$ cat config.mk
export PLATFORM = sky130hd
export DESIGN_NAME = smbs_sequencer
export DESIGN_NICKNAME = d
export VERILOG_FILES = /design/src/logic/smbs_pkg.sv /design/src/logic/smbs_sequencer.sv
export SDC_FILE = /design/constraint.sdc
export NUM_CORES = 1
export LEC_CHECK = 0
export ABC_AREA = 1
export BUFFER_PORTS_ARGS = -buffer_cell sky130_fd_sc_hd__buf_4
export CAP_MARGIN = 20
export CORE_MARGIN = 2
export CORE_UTILIZATION = 50
export DETAILED_ROUTE_END_ITERATION = 10
export PLACE_DENSITY = 0.84
export RECOVER_POWER = 100
export SLEW_MARGIN = 20
export SYNTH_ARGS = -nofsm -noshare
export SYNTH_HDL_FRONTEND = slang
export SYNTH_SLANG_ARGS = --single-unit
$ cat constraint.sdc
create_clock -name clk_in -period 2.7 [get_ports clk_in]
set_input_delay 0.135 -clock clk_in [delete_from_list [all_inputs] [get_ports clk_in]]
set_output_delay 0.135 -clock clk_in [all_outputs]
set_load 0.01 [all_outputs]
$ cat src/logic/smbs_pkg.sv
// Purpose: Shared constants for the static memory bus sequencer
// Assumes: Core clock of 250 MHz; expansion clock made from it by a divider
// Notes: Times are in ns; cycle counts derive from them
`default_nettype none
package smbs_pkg;
	// Core clock period
	localparam int CLK_PERIOD_NS = 4;
	// Expansion clock period at the fastest documented rate
	localparam int EXP_PERIOD_NS = 22;
	// Half period in core cycles, rounded up so the period is never short
	localparam int EXP_HALF_CYC = (EXP_PERIOD_NS + 2 * CLK_PERIOD_NS - 1) / (2 * CLK_PERIOD_NS);
	// Divider counter width
	localparam int DIV_W = 4;
	// Address space split
	localparam int BANKS = 6;
	localparam int REGION_W = 28;
	localparam int SEL_LSB = 28;
	// Wait-state field width
	localparam int WS_W = 4;
	// Burst length limits
	localparam logic [2:0] BURST_MIN = 3'h2;
	localparam logic [2:0] BURST_MAX = 3'h4;
	// Least wait states for a first access and for any write
	localparam logic [3:0] WS_FLOOR = 4'h1;
	// Reset value of every strobe and select
	localparam logic STROBE_IDLE = 1'b1;
	// Bank data path width codes
	typedef enum logic [1:0] {
		SMBS_W8 = 2'h0,
		SMBS_W16 = 2'h1,
		SMBS_W32 = 2'h2
	} smbs_width_t;
endpackage
`default_nettype wire

$ cat src/logic/smbs_sequencer.sv
// Purpose: Static memory and expansion bus cycle sequencer
// Assumes: Inputs synchronous to clk_in; one request at a time
// Notes: Expansion clock is driven out; all strobes move on its edges
`default_nettype none
module smbs_sequencer #(
	parameter int HALF_CYC = smbs_pkg::EXP_HALF_CYC
) (
	// Clock and reset
	input wire logic clk_in,
	input wire logic srst_in,
	// Configuration
	input wire logic [smbs_pkg::WS_W-1:0] nonseq_wait_in,
	input wire logic [smbs_pkg::WS_W-1:0] seq_wait_in,
	input wire logic [2:0] burst_len_in,
	input wire logic sequential_access_enable_in,
	input wire logic [2*smbs_pkg::BANKS-1:0] bank_width_in,
	// Request
	input wire logic req_valid_in,
	input wire logic req_write_in,
	input wire logic req_burst_in,
	input wire logic [31:0] req_addr_in,
	input wire logic [31:0] req_wdata_in,
	output logic req_ready_out,
	// Answer
	output logic rd_valid_out,
	output logic [31:0] rd_data_out,
	output logic done_out,
	output logic err_out,
	// Memory pins
	output logic expansion_bus_clock_out,
	input wire logic far_device_ready_in,
	output logic [smbs_pkg::BANKS-1:0] bank_select_n_out,
	output logic static_output_enable_n_out,
	output logic static_write_strobe_n_out,
	output logic [smbs_pkg::REGION_W-1:0] addr_out,
	output logic word_out,
	output logic halfword_out,
	output logic write_out,
	input wire logic [31:0] data_in,
	output logic [31:0] data_out,
	output logic data_oe_out
);
	typedef enum {S_IDLE, S_ACT, S_WREL, S_GAP} smbs_state_t;

	// Divider state
	logic [smbs_pkg::DIV_W-1:0] div_q, div_d;
	logic exp_clk_q, exp_clk_d;
	logic tick, rise, fall; // Edge enables, valid in the cycle the clock toggles

	// Divider: next values
	always_comb
	begin
		tick = (div_q == smbs_pkg::DIV_W'(HALF_CYC - 1));
		rise = tick && !exp_clk_q;
		fall = tick && exp_clk_q;
		div_d = tick ? '0 : div_q + 1'b1;
		exp_clk_d = tick ? !exp_clk_q : exp_clk_q;
	end

	// Divider: registers
	always_ff @(posedge clk_in)
	begin
		if (srst_in)
		begin
			div_q <= '0;
			exp_clk_q <= 1'b0;
		end
		else
		begin
			div_q <= div_d;
			exp_clk_q <= exp_clk_d;
		end
	end

	// Sequencer state
	smbs_state_t state_q, state_d;
	logic [smbs_pkg::BANKS-1:0] cs_n_q, cs_n_d; // One select per mapped region, regions 0 to 5
	logic oe_n_q, oe_n_d;
	logic we_n_q, we_n_d;
	logic [smbs_pkg::REGION_W-1:0] addr_q, addr_d;
	logic [31:0] wdata_q, wdata_d;
	logic data_oe_q, data_oe_d;
	logic word_q, word_d;
	logic half_q, half_d;
	logic write_q, write_d;
	logic [smbs_pkg::WS_W-1:0] waits_q, waits_d; // Remaining whole periods
	logic [2:0] beats_q, beats_d; // Remaining read beats
	logic adv_q, adv_d; // Address step due at next rise
	logic [31:0] rdata_q, rdata_d;
	logic rd_valid_q, rd_valid_d;
	logic done_q, done_d;
	logic err_q, err_d;
	logic ready_q, ready_d;
	// Request decode
	logic accept;
	logic [3:0] region;
	logic [1:0] width;
	logic [2:0] blen;
	logic [smbs_pkg::WS_W-1:0] first_ws;

	// Sequencer: next values
	always_comb
	begin
		state_d = state_q;
		cs_n_d = cs_n_q;
		oe_n_d = oe_n_q;
		we_n_d = we_n_q;
		addr_d = addr_q;
		wdata_d = wdata_q;
		data_oe_d = data_oe_q;
		word_d = word_q;
		half_d = half_q;
		write_d = write_q;
		waits_d = waits_q;
		beats_d = beats_q;
		adv_d = adv_q;
		rdata_d = rdata_q;
		rd_valid_d = 1'b0;
		done_d = 1'b0;
		err_d = 1'b0;
		accept = req_valid_in && ready_q && rise;
		region = req_addr_in[smbs_pkg::SEL_LSB +: 4];
		width = bank_width_in[2 * region[2:0] +: 2];
		// Burst length clamped to the legal range
		blen = (burst_len_in < smbs_pkg::BURST_MIN) ? smbs_pkg::BURST_MIN
			: (burst_len_in > smbs_pkg::BURST_MAX) ? smbs_pkg::BURST_MAX
			: burst_len_in;
		// First access never faster than one wait state; also keeps writes legal
		first_ws = (nonseq_wait_in < smbs_pkg::WS_FLOOR) ? smbs_pkg::WS_FLOOR
			: nonseq_wait_in;
		unique case (state_q)
			S_IDLE:
			begin
				if (accept)
				begin
					if (region >= 4'(smbs_pkg::BANKS))
						err_d = 1'b1; // Unmapped region: no bus cycle
					else
					begin
						cs_n_d = ~(smbs_pkg::BANKS'(1) << region);
						addr_d = req_addr_in[smbs_pkg::REGION_W-1:0];
						write_d = req_write_in;
						word_d = (width == smbs_pkg::SMBS_W32);
						half_d = (width == smbs_pkg::SMBS_W16);
						waits_d = first_ws;
						adv_d = 1'b0;
						if (req_write_in)
						begin
							wdata_d = req_wdata_in;
							data_oe_d = 1'b1;
							we_n_d = 1'b0;
							beats_d = 3'h1;
						end
						else
							beats_d = req_burst_in ? blen : 3'h1;
						state_d = S_ACT;
					end
				end
			end
			S_ACT:
			begin
				// Address step for next beat lands after a rise
				if (rise && adv_q)
				begin
					adv_d = 1'b0;
					addr_d = addr_q + (word_q ? 28'h4 : (half_q ? 28'h2 : 28'h1));
				end
				if (fall)
				begin
					if (!write_q)
						oe_n_d = 1'b0;
					if (waits_q != '0)
						waits_d = waits_q - 1'b1; // One whole period per wait
					else if (far_device_ready_in)
					begin
						if (write_q)
							state_d = S_WREL;
						else
						begin
							rdata_d = data_in;
							rd_valid_d = 1'b1;
							if (beats_q == 3'h1)
							begin
								oe_n_d = smbs_pkg::STROBE_IDLE;
								cs_n_d = '1;
								done_d = 1'b1;
								// Sequential mode skips the idle period
								state_d = sequential_access_enable_in ? S_IDLE : S_GAP;
							end
							else
							begin
								beats_d = beats_q - 1'b1;
								adv_d = 1'b1;
								waits_d = sequential_access_enable_in ? seq_wait_in
									: nonseq_wait_in;
							end
						end
					end
					// Ready low: no transfer, try again next fall
				end
			end
			S_WREL:
			begin
				// Strobe lifts on the rise, then select and data on the fall
				if (rise && !we_n_q)
					we_n_d = smbs_pkg::STROBE_IDLE;
				else if (fall && we_n_q)
				begin
					cs_n_d = '1;
					data_oe_d = 1'b0;
					done_d = 1'b1;
					// Address, data, size and direction left as they are
					state_d = sequential_access_enable_in ? S_IDLE : S_GAP;
				end
			end
			S_GAP:
			begin
				// One full idle expansion period between cycles
				if (fall)
					state_d = S_IDLE;
			end
		endcase
		ready_d = (state_d == S_IDLE) && !accept;
	end

	// Sequencer: registers
	always_ff @(posedge clk_in)
	begin
		if (srst_in)
		begin
			state_q <= S_IDLE;
			cs_n_q <= '1;
			oe_n_q <= smbs_pkg::STROBE_IDLE;
			we_n_q <= smbs_pkg::STROBE_IDLE;
			addr_q <= '0;
			wdata_q <= '0;
			data_oe_q <= 1'b0;
			word_q <= 1'b0;
			half_q <= 1'b0;
			write_q <= 1'b0;
			waits_q <= '0;
			beats_q <= '0;
			adv_q <= 1'b0;
			rdata_q <= '0;
			rd_valid_q <= 1'b0;
			done_q <= 1'b0;
			err_q <= 1'b0;
			ready_q <= 1'b0;
		end
		else
		begin
			state_q <= state_d;
			cs_n_q <= cs_n_d;
			oe_n_q <= oe_n_d;
			we_n_q <= we_n_d;
			addr_q <= addr_d;
			wdata_q <= wdata_d;
			data_oe_q <= data_oe_d;
			word_q <= word_d;
			half_q <= half_d;
			write_q <= write_d;
			waits_q <= waits_d;
			beats_q <= beats_d;
			adv_q <= adv_d;
			rdata_q <= rdata_d;
			rd_valid_q <= rd_valid_d;
			done_q <= done_d;
			err_q <= err_d;
			ready_q <= ready_d;
		end
	end

	// Outputs straight from flops
	assign expansion_bus_clock_out = exp_clk_q;
	assign bank_select_n_out = cs_n_q;
	assign static_output_enable_n_out = oe_n_q;
	assign static_write_strobe_n_out = we_n_q;
	assign addr_out = addr_q;
	assign word_out = word_q;
	assign halfword_out = half_q;
	assign write_out = write_q;
	assign data_out = wdata_q;
	assign data_oe_out = data_oe_q;
	assign rd_data_out = rdata_q;
	assign rd_valid_out = rd_valid_q;
	assign done_out = done_q;
	assign err_out = err_q;
	assign req_ready_out = ready_q;

	// Checks on edge placement, holding, write wait states, ready stalls, burst length, select and size codes
	cs_edge_a: assert property (@(posedge clk_in) disable iff (srst_in)
		($fell(&cs_n_q) |-> $past(rise)) and ($rose(&cs_n_q) |-> $past(fall)))
		else $error("select moved on wrong edge");
	oe_edge_a: assert property (@(posedge clk_in) disable iff (srst_in)
		$changed(oe_n_q) |-> $past(fall)) else $error("output enable moved off a falling edge");
	we_edge_a: assert property (@(posedge clk_in) disable iff (srst_in)
		$changed(we_n_q) |-> $past(rise)) else $error("write strobe moved off a rising edge");
	wdata_window_a: assert property (@(posedge clk_in) disable iff (srst_in)
		($rose(data_oe_q) |-> $past(rise)) and ($fell(data_oe_q) |-> $past(fall)))
		else $error("write data window misplaced");
	write_hold_a: assert property (@(posedge clk_in) disable iff (srst_in)
		(state_q != S_ACT) && !accept |=> $stable(addr_q) && $stable(wdata_q)
		&& $stable(word_q) && $stable(half_q) && $stable(write_q))
		else $error("bus values changed between cycles");
	write_ws_a: assert property (@(posedge clk_in) disable iff (srst_in)
		$fell(we_n_q) |-> waits_q != '0) else $error("write began with zero wait states");
	stretch_hold_a: assert property (@(posedge clk_in) disable iff (srst_in)
		(state_q == S_ACT) && (waits_q != '0) && !adv_q |=> $stable(cs_n_q) && $stable(addr_q))
		else $error("stretched cycle did not hold");
	ready_wait_a: assert property (@(posedge clk_in) disable iff (srst_in)
		(state_q == S_ACT) && fall && (waits_q == '0) && !far_device_ready_in
		|=> !rd_valid_q && state_q == S_ACT)
		else $error("transfer despite ready low");
	burst_len_a: assert property (@(posedge clk_in) disable iff (srst_in)
		(state_q == S_ACT) |-> (beats_q != 3'h0) && (beats_q <= smbs_pkg::BURST_MAX))
		else $error("burst beat count out of range");
	one_select_a: assert property (@(posedge clk_in) disable iff (srst_in)
		$onehot0(~cs_n_q)) else $error("more than one bank selected");
	size_code_a: assert property (@(posedge clk_in) disable iff (srst_in)
		!(word_q && half_q)) else $error("word and halfword both high");
endmodule
`default_nettype wire

==> results.cfg <==
[floorplan]
die_h_um = 126
start_util = 0.510
rows = 44
dieArea_um2 = 15800
core-area_um2 = 14500
num_io_pins = 235
die_w_um = 126

[layout]
fin_cells = 1572
drive_gt1_frac = 0.135
finalNetCount = 1511
syn2layout_area_growth_pct = 34.3
n_antenna_cell = 0
final_common_cell = nand2_1
layout_common_cells = 312 x nand2_1, 153 x dfxtp_1, 133 x nor2_1, 130 x buf_4
fillers = 1269

[detailed_routing]
post_drt_wl_per_cell_um = 14.9
remaining_drc_errors = 0
vias_per_cell = 5.26
vias = 8268
drt_first_pass_iters = 5
wirelength_um = 23300
drt_iter0_markers = 735
drtAntennaViolNets = 0

[sta]
fin_worst_skew_ns = 0.0110
worst_pin_slew_ns = 1.02
slew_viol_final = 0
final.setup.tns_ns = 0
finalCritPeriodShare = 0.881
timing.fmax_mhz = 420
whs_ns = -0.0114
rsz0062_at_grt = no
maxSlewHeadroom = 0.321
setup_violations = 0
finalHoldViolations = 1
min_period_ns = 2.38

[setup_path]
worst-setup-path-type = flop to flop
cp.required_ns = 2.96
cpPeakStageDelay_ns = 0.39
start_kind = flop
critical_path_buf_inv_count = 2
crit_family = simple AND/OR/NAND/NOR gates
crit_path_max_fanout = 28
crit_top_cell = nand2_1
path_cells = inv_1, ha_1, nand3_1, nor2_1, nand2_1, nand2_2, nand2_1, clkbuf_2, o21ai_0, a21oi_1
end_kind = flop
crit_arrival_ns = 2.64
cpMaxStageDelayCell = clkbuf_2

[global_routing]
grt_pass1_wl_um = 37900
grt-ovfl-total = 0
grt_max_degree = 94
grt_usage = 0.292
antenna_found_initial = 0
grt_pass1_vias = 7907

[synth]
yosys.area.top_type = dfxtp_1
yosys_register_bits = 153
synth_top_area_share = 0.415
synth-edff-count = 0
ys_warn_count = 0
syn_inst = 1102
synth.avg_cell_area_um2 = 6.70
netlist_area_um2 = 7390
syn_nets = 1238
ys_dominant_reg_cell = dfxtp_1
synth-seq-area-share = 0.415
yosys-top-cells-area = dfxtp_1 41%, nand2_1 16%, a21oi_1 7.5%
synthArstFlopShare = 0
synth_cell_types = 37

[status]
violations = hold timing
status = finished, violations left

[placed_design]
io_buffer_count = 234
routabilityCongestion = 0.930
dp.cells = 1482
hpwl_um = 15000

[flow_run]
cap_viol_max_count = 0

[clock_network]
cts_num_sinks = 153
numCtsBuffers = 17
clk_pin_slew_ns = 0.07
root_buffer = clkbuf_16
cts_tree = done
cts_resized = 0
htreeDepth = 4
insertion_delay_ns = 0.43
clockBufferDepth = 2

[pwr]
peakVddDrop_mv = 0.686
power_density_nw_per_um2 = 758
p_leak_nw = 4.13

[worst_hold_path]
min_path_type = primary input to flop
path summary, 6_finish.rpt:
| check | slack, ns | depth (start not counted) | startpoint | end |
|---|---|---|---|---|
| worst max-delay path | 0.32 | 10 | div_q[0] | addr_out[13] |
| worst min-delay path | -0.01 | 3 | req_wdata_in[27] | data_out[27] |
| worst max register to register | 0.32 | 10 | div_q[0] | addr_out[13] |
| worst min register to register | 0.45 | 2 | data_out[12] | data_out[12] |
where the power goes:
group          total (mW)  switching [mW]  internal, mW
logic                2.26            1.43         0.825
clock network        2.40            1.06          1.34
registers            2.87           0.321          2.54
total                7.52            2.81          4.71
worst reg2reg max path, cell delays in order, from the launching register on:
cell,delay [ns]
dfxtp_1,0.33
inv_1,0.06
ha_1,0.22
nand3_1,0.16
nor2_1,0.26
nand2_1,0.17
nand2_2,0.15
nand2_1,0.09
clkbuf_2,0.39
o21ai_0,0.30
a21oi_1,0.09
area by class of cell:
type                       count  area (µm²)  share of cell area
multi-input combinational    786        3600               0.363
sequential                   153        3060               0.309
timing repair buffer         302        2000               0.202
clock buffer                  18         439              0.0443
inverter                     115         432              0.0435
tap                          184         230              0.0232
clock inverter                14         153              0.0154
per-stage QoR:
| step | setup slack [ns] | hold WS [ns] | instance area, µm² | util | power, mW |
|---|---|---|---|---|---|
| 2_1_floorplan | 0.694 | 0.278 | 7390 | - | 4.41 |
| 3_3_place_gp | 0.489 | 0.387 | 9200 | 0.635 | 5.20 |
| 3_5_place_dp | 0.406 | 0.397 | 9200 | 0.635 | 5.26 |
| 4_1_cts | 0.369 | 0.00422 | 10400 | 0.716 | 7.71 |
| 5_1_grt | 0.0475 | 0.0270 | 9920 | 0.685 | 7.98 |
| 6_report | 0.322 | -0.0114 | 9920 | 0.685 | 7.52 |
cells in the mapped netlist, types with 2 or more instances:
cell type and n:
xor2_1 4, inv_1 108, nand3_2 3, nor2_4 2, nor2_1 132, xnor2_1 6
clkbuf_1 25, a21oi_1 111, buf_4 6, o21ai_1 5, nor2_2 6, nand2_1 311
ha_1 9, buf_2 10, buf_6 7, o21ai_0 74, or2_2 3, nand2_2 4
dfxtp_1 153, nand3_1 54, o211ai_1 2, nor3_1 18, o22ai_1 14, inv_2 5
a22oi_1 5, nand4_1 12, o31ai_1 3
sequential cells by signal, summed over array words and instances (netlist names), named ones only:
signal / count
addr_out: 28
state_q: 32
waits_q: 4
data_out: 32
adv_q: 1
data_oe_out: 1
write_out: 1
err_out: 1
beats_q: 3
req_ready_out: 1
rd_data_out: 32
expansion_bus_clock_out: 1
div_q: 4
bank_select_n_out: 6
halfword_out: 1
static_write_strobe_n_out: 1
done_out: 1
word_out: 1
rd_valid_out: 1
logic make-up (layout without fill, tap and decap cells):
family	Yosys count	in the layout	share of synthesized area
buffers and inverters	163	449	0.0948
adder cells (fa/ha/maj)	10	10	0.0180
flip-flops	153	153	0.415
AND/OR/NAND/NOR	547	547	0.304
XOR/XNOR	10	10	0.0119
AO/OA/AOI/OAI	219	219	0.156
timing repair:
action	in CTS	in global routing
hold buffers	58	0
setup buffers	0	0
hold endpoints to repair	58	0
metal layers:
layer  track usage  share of wire  vias up
met5             0              0        -
met4         0.120          0.029        0
met3        0.0766          0.081       64
met2         0.492           0.48      379
met1         0.354           0.41     3738
li1              -              -     4087
No activity file was read; power rests on OpenSTA's default activity.
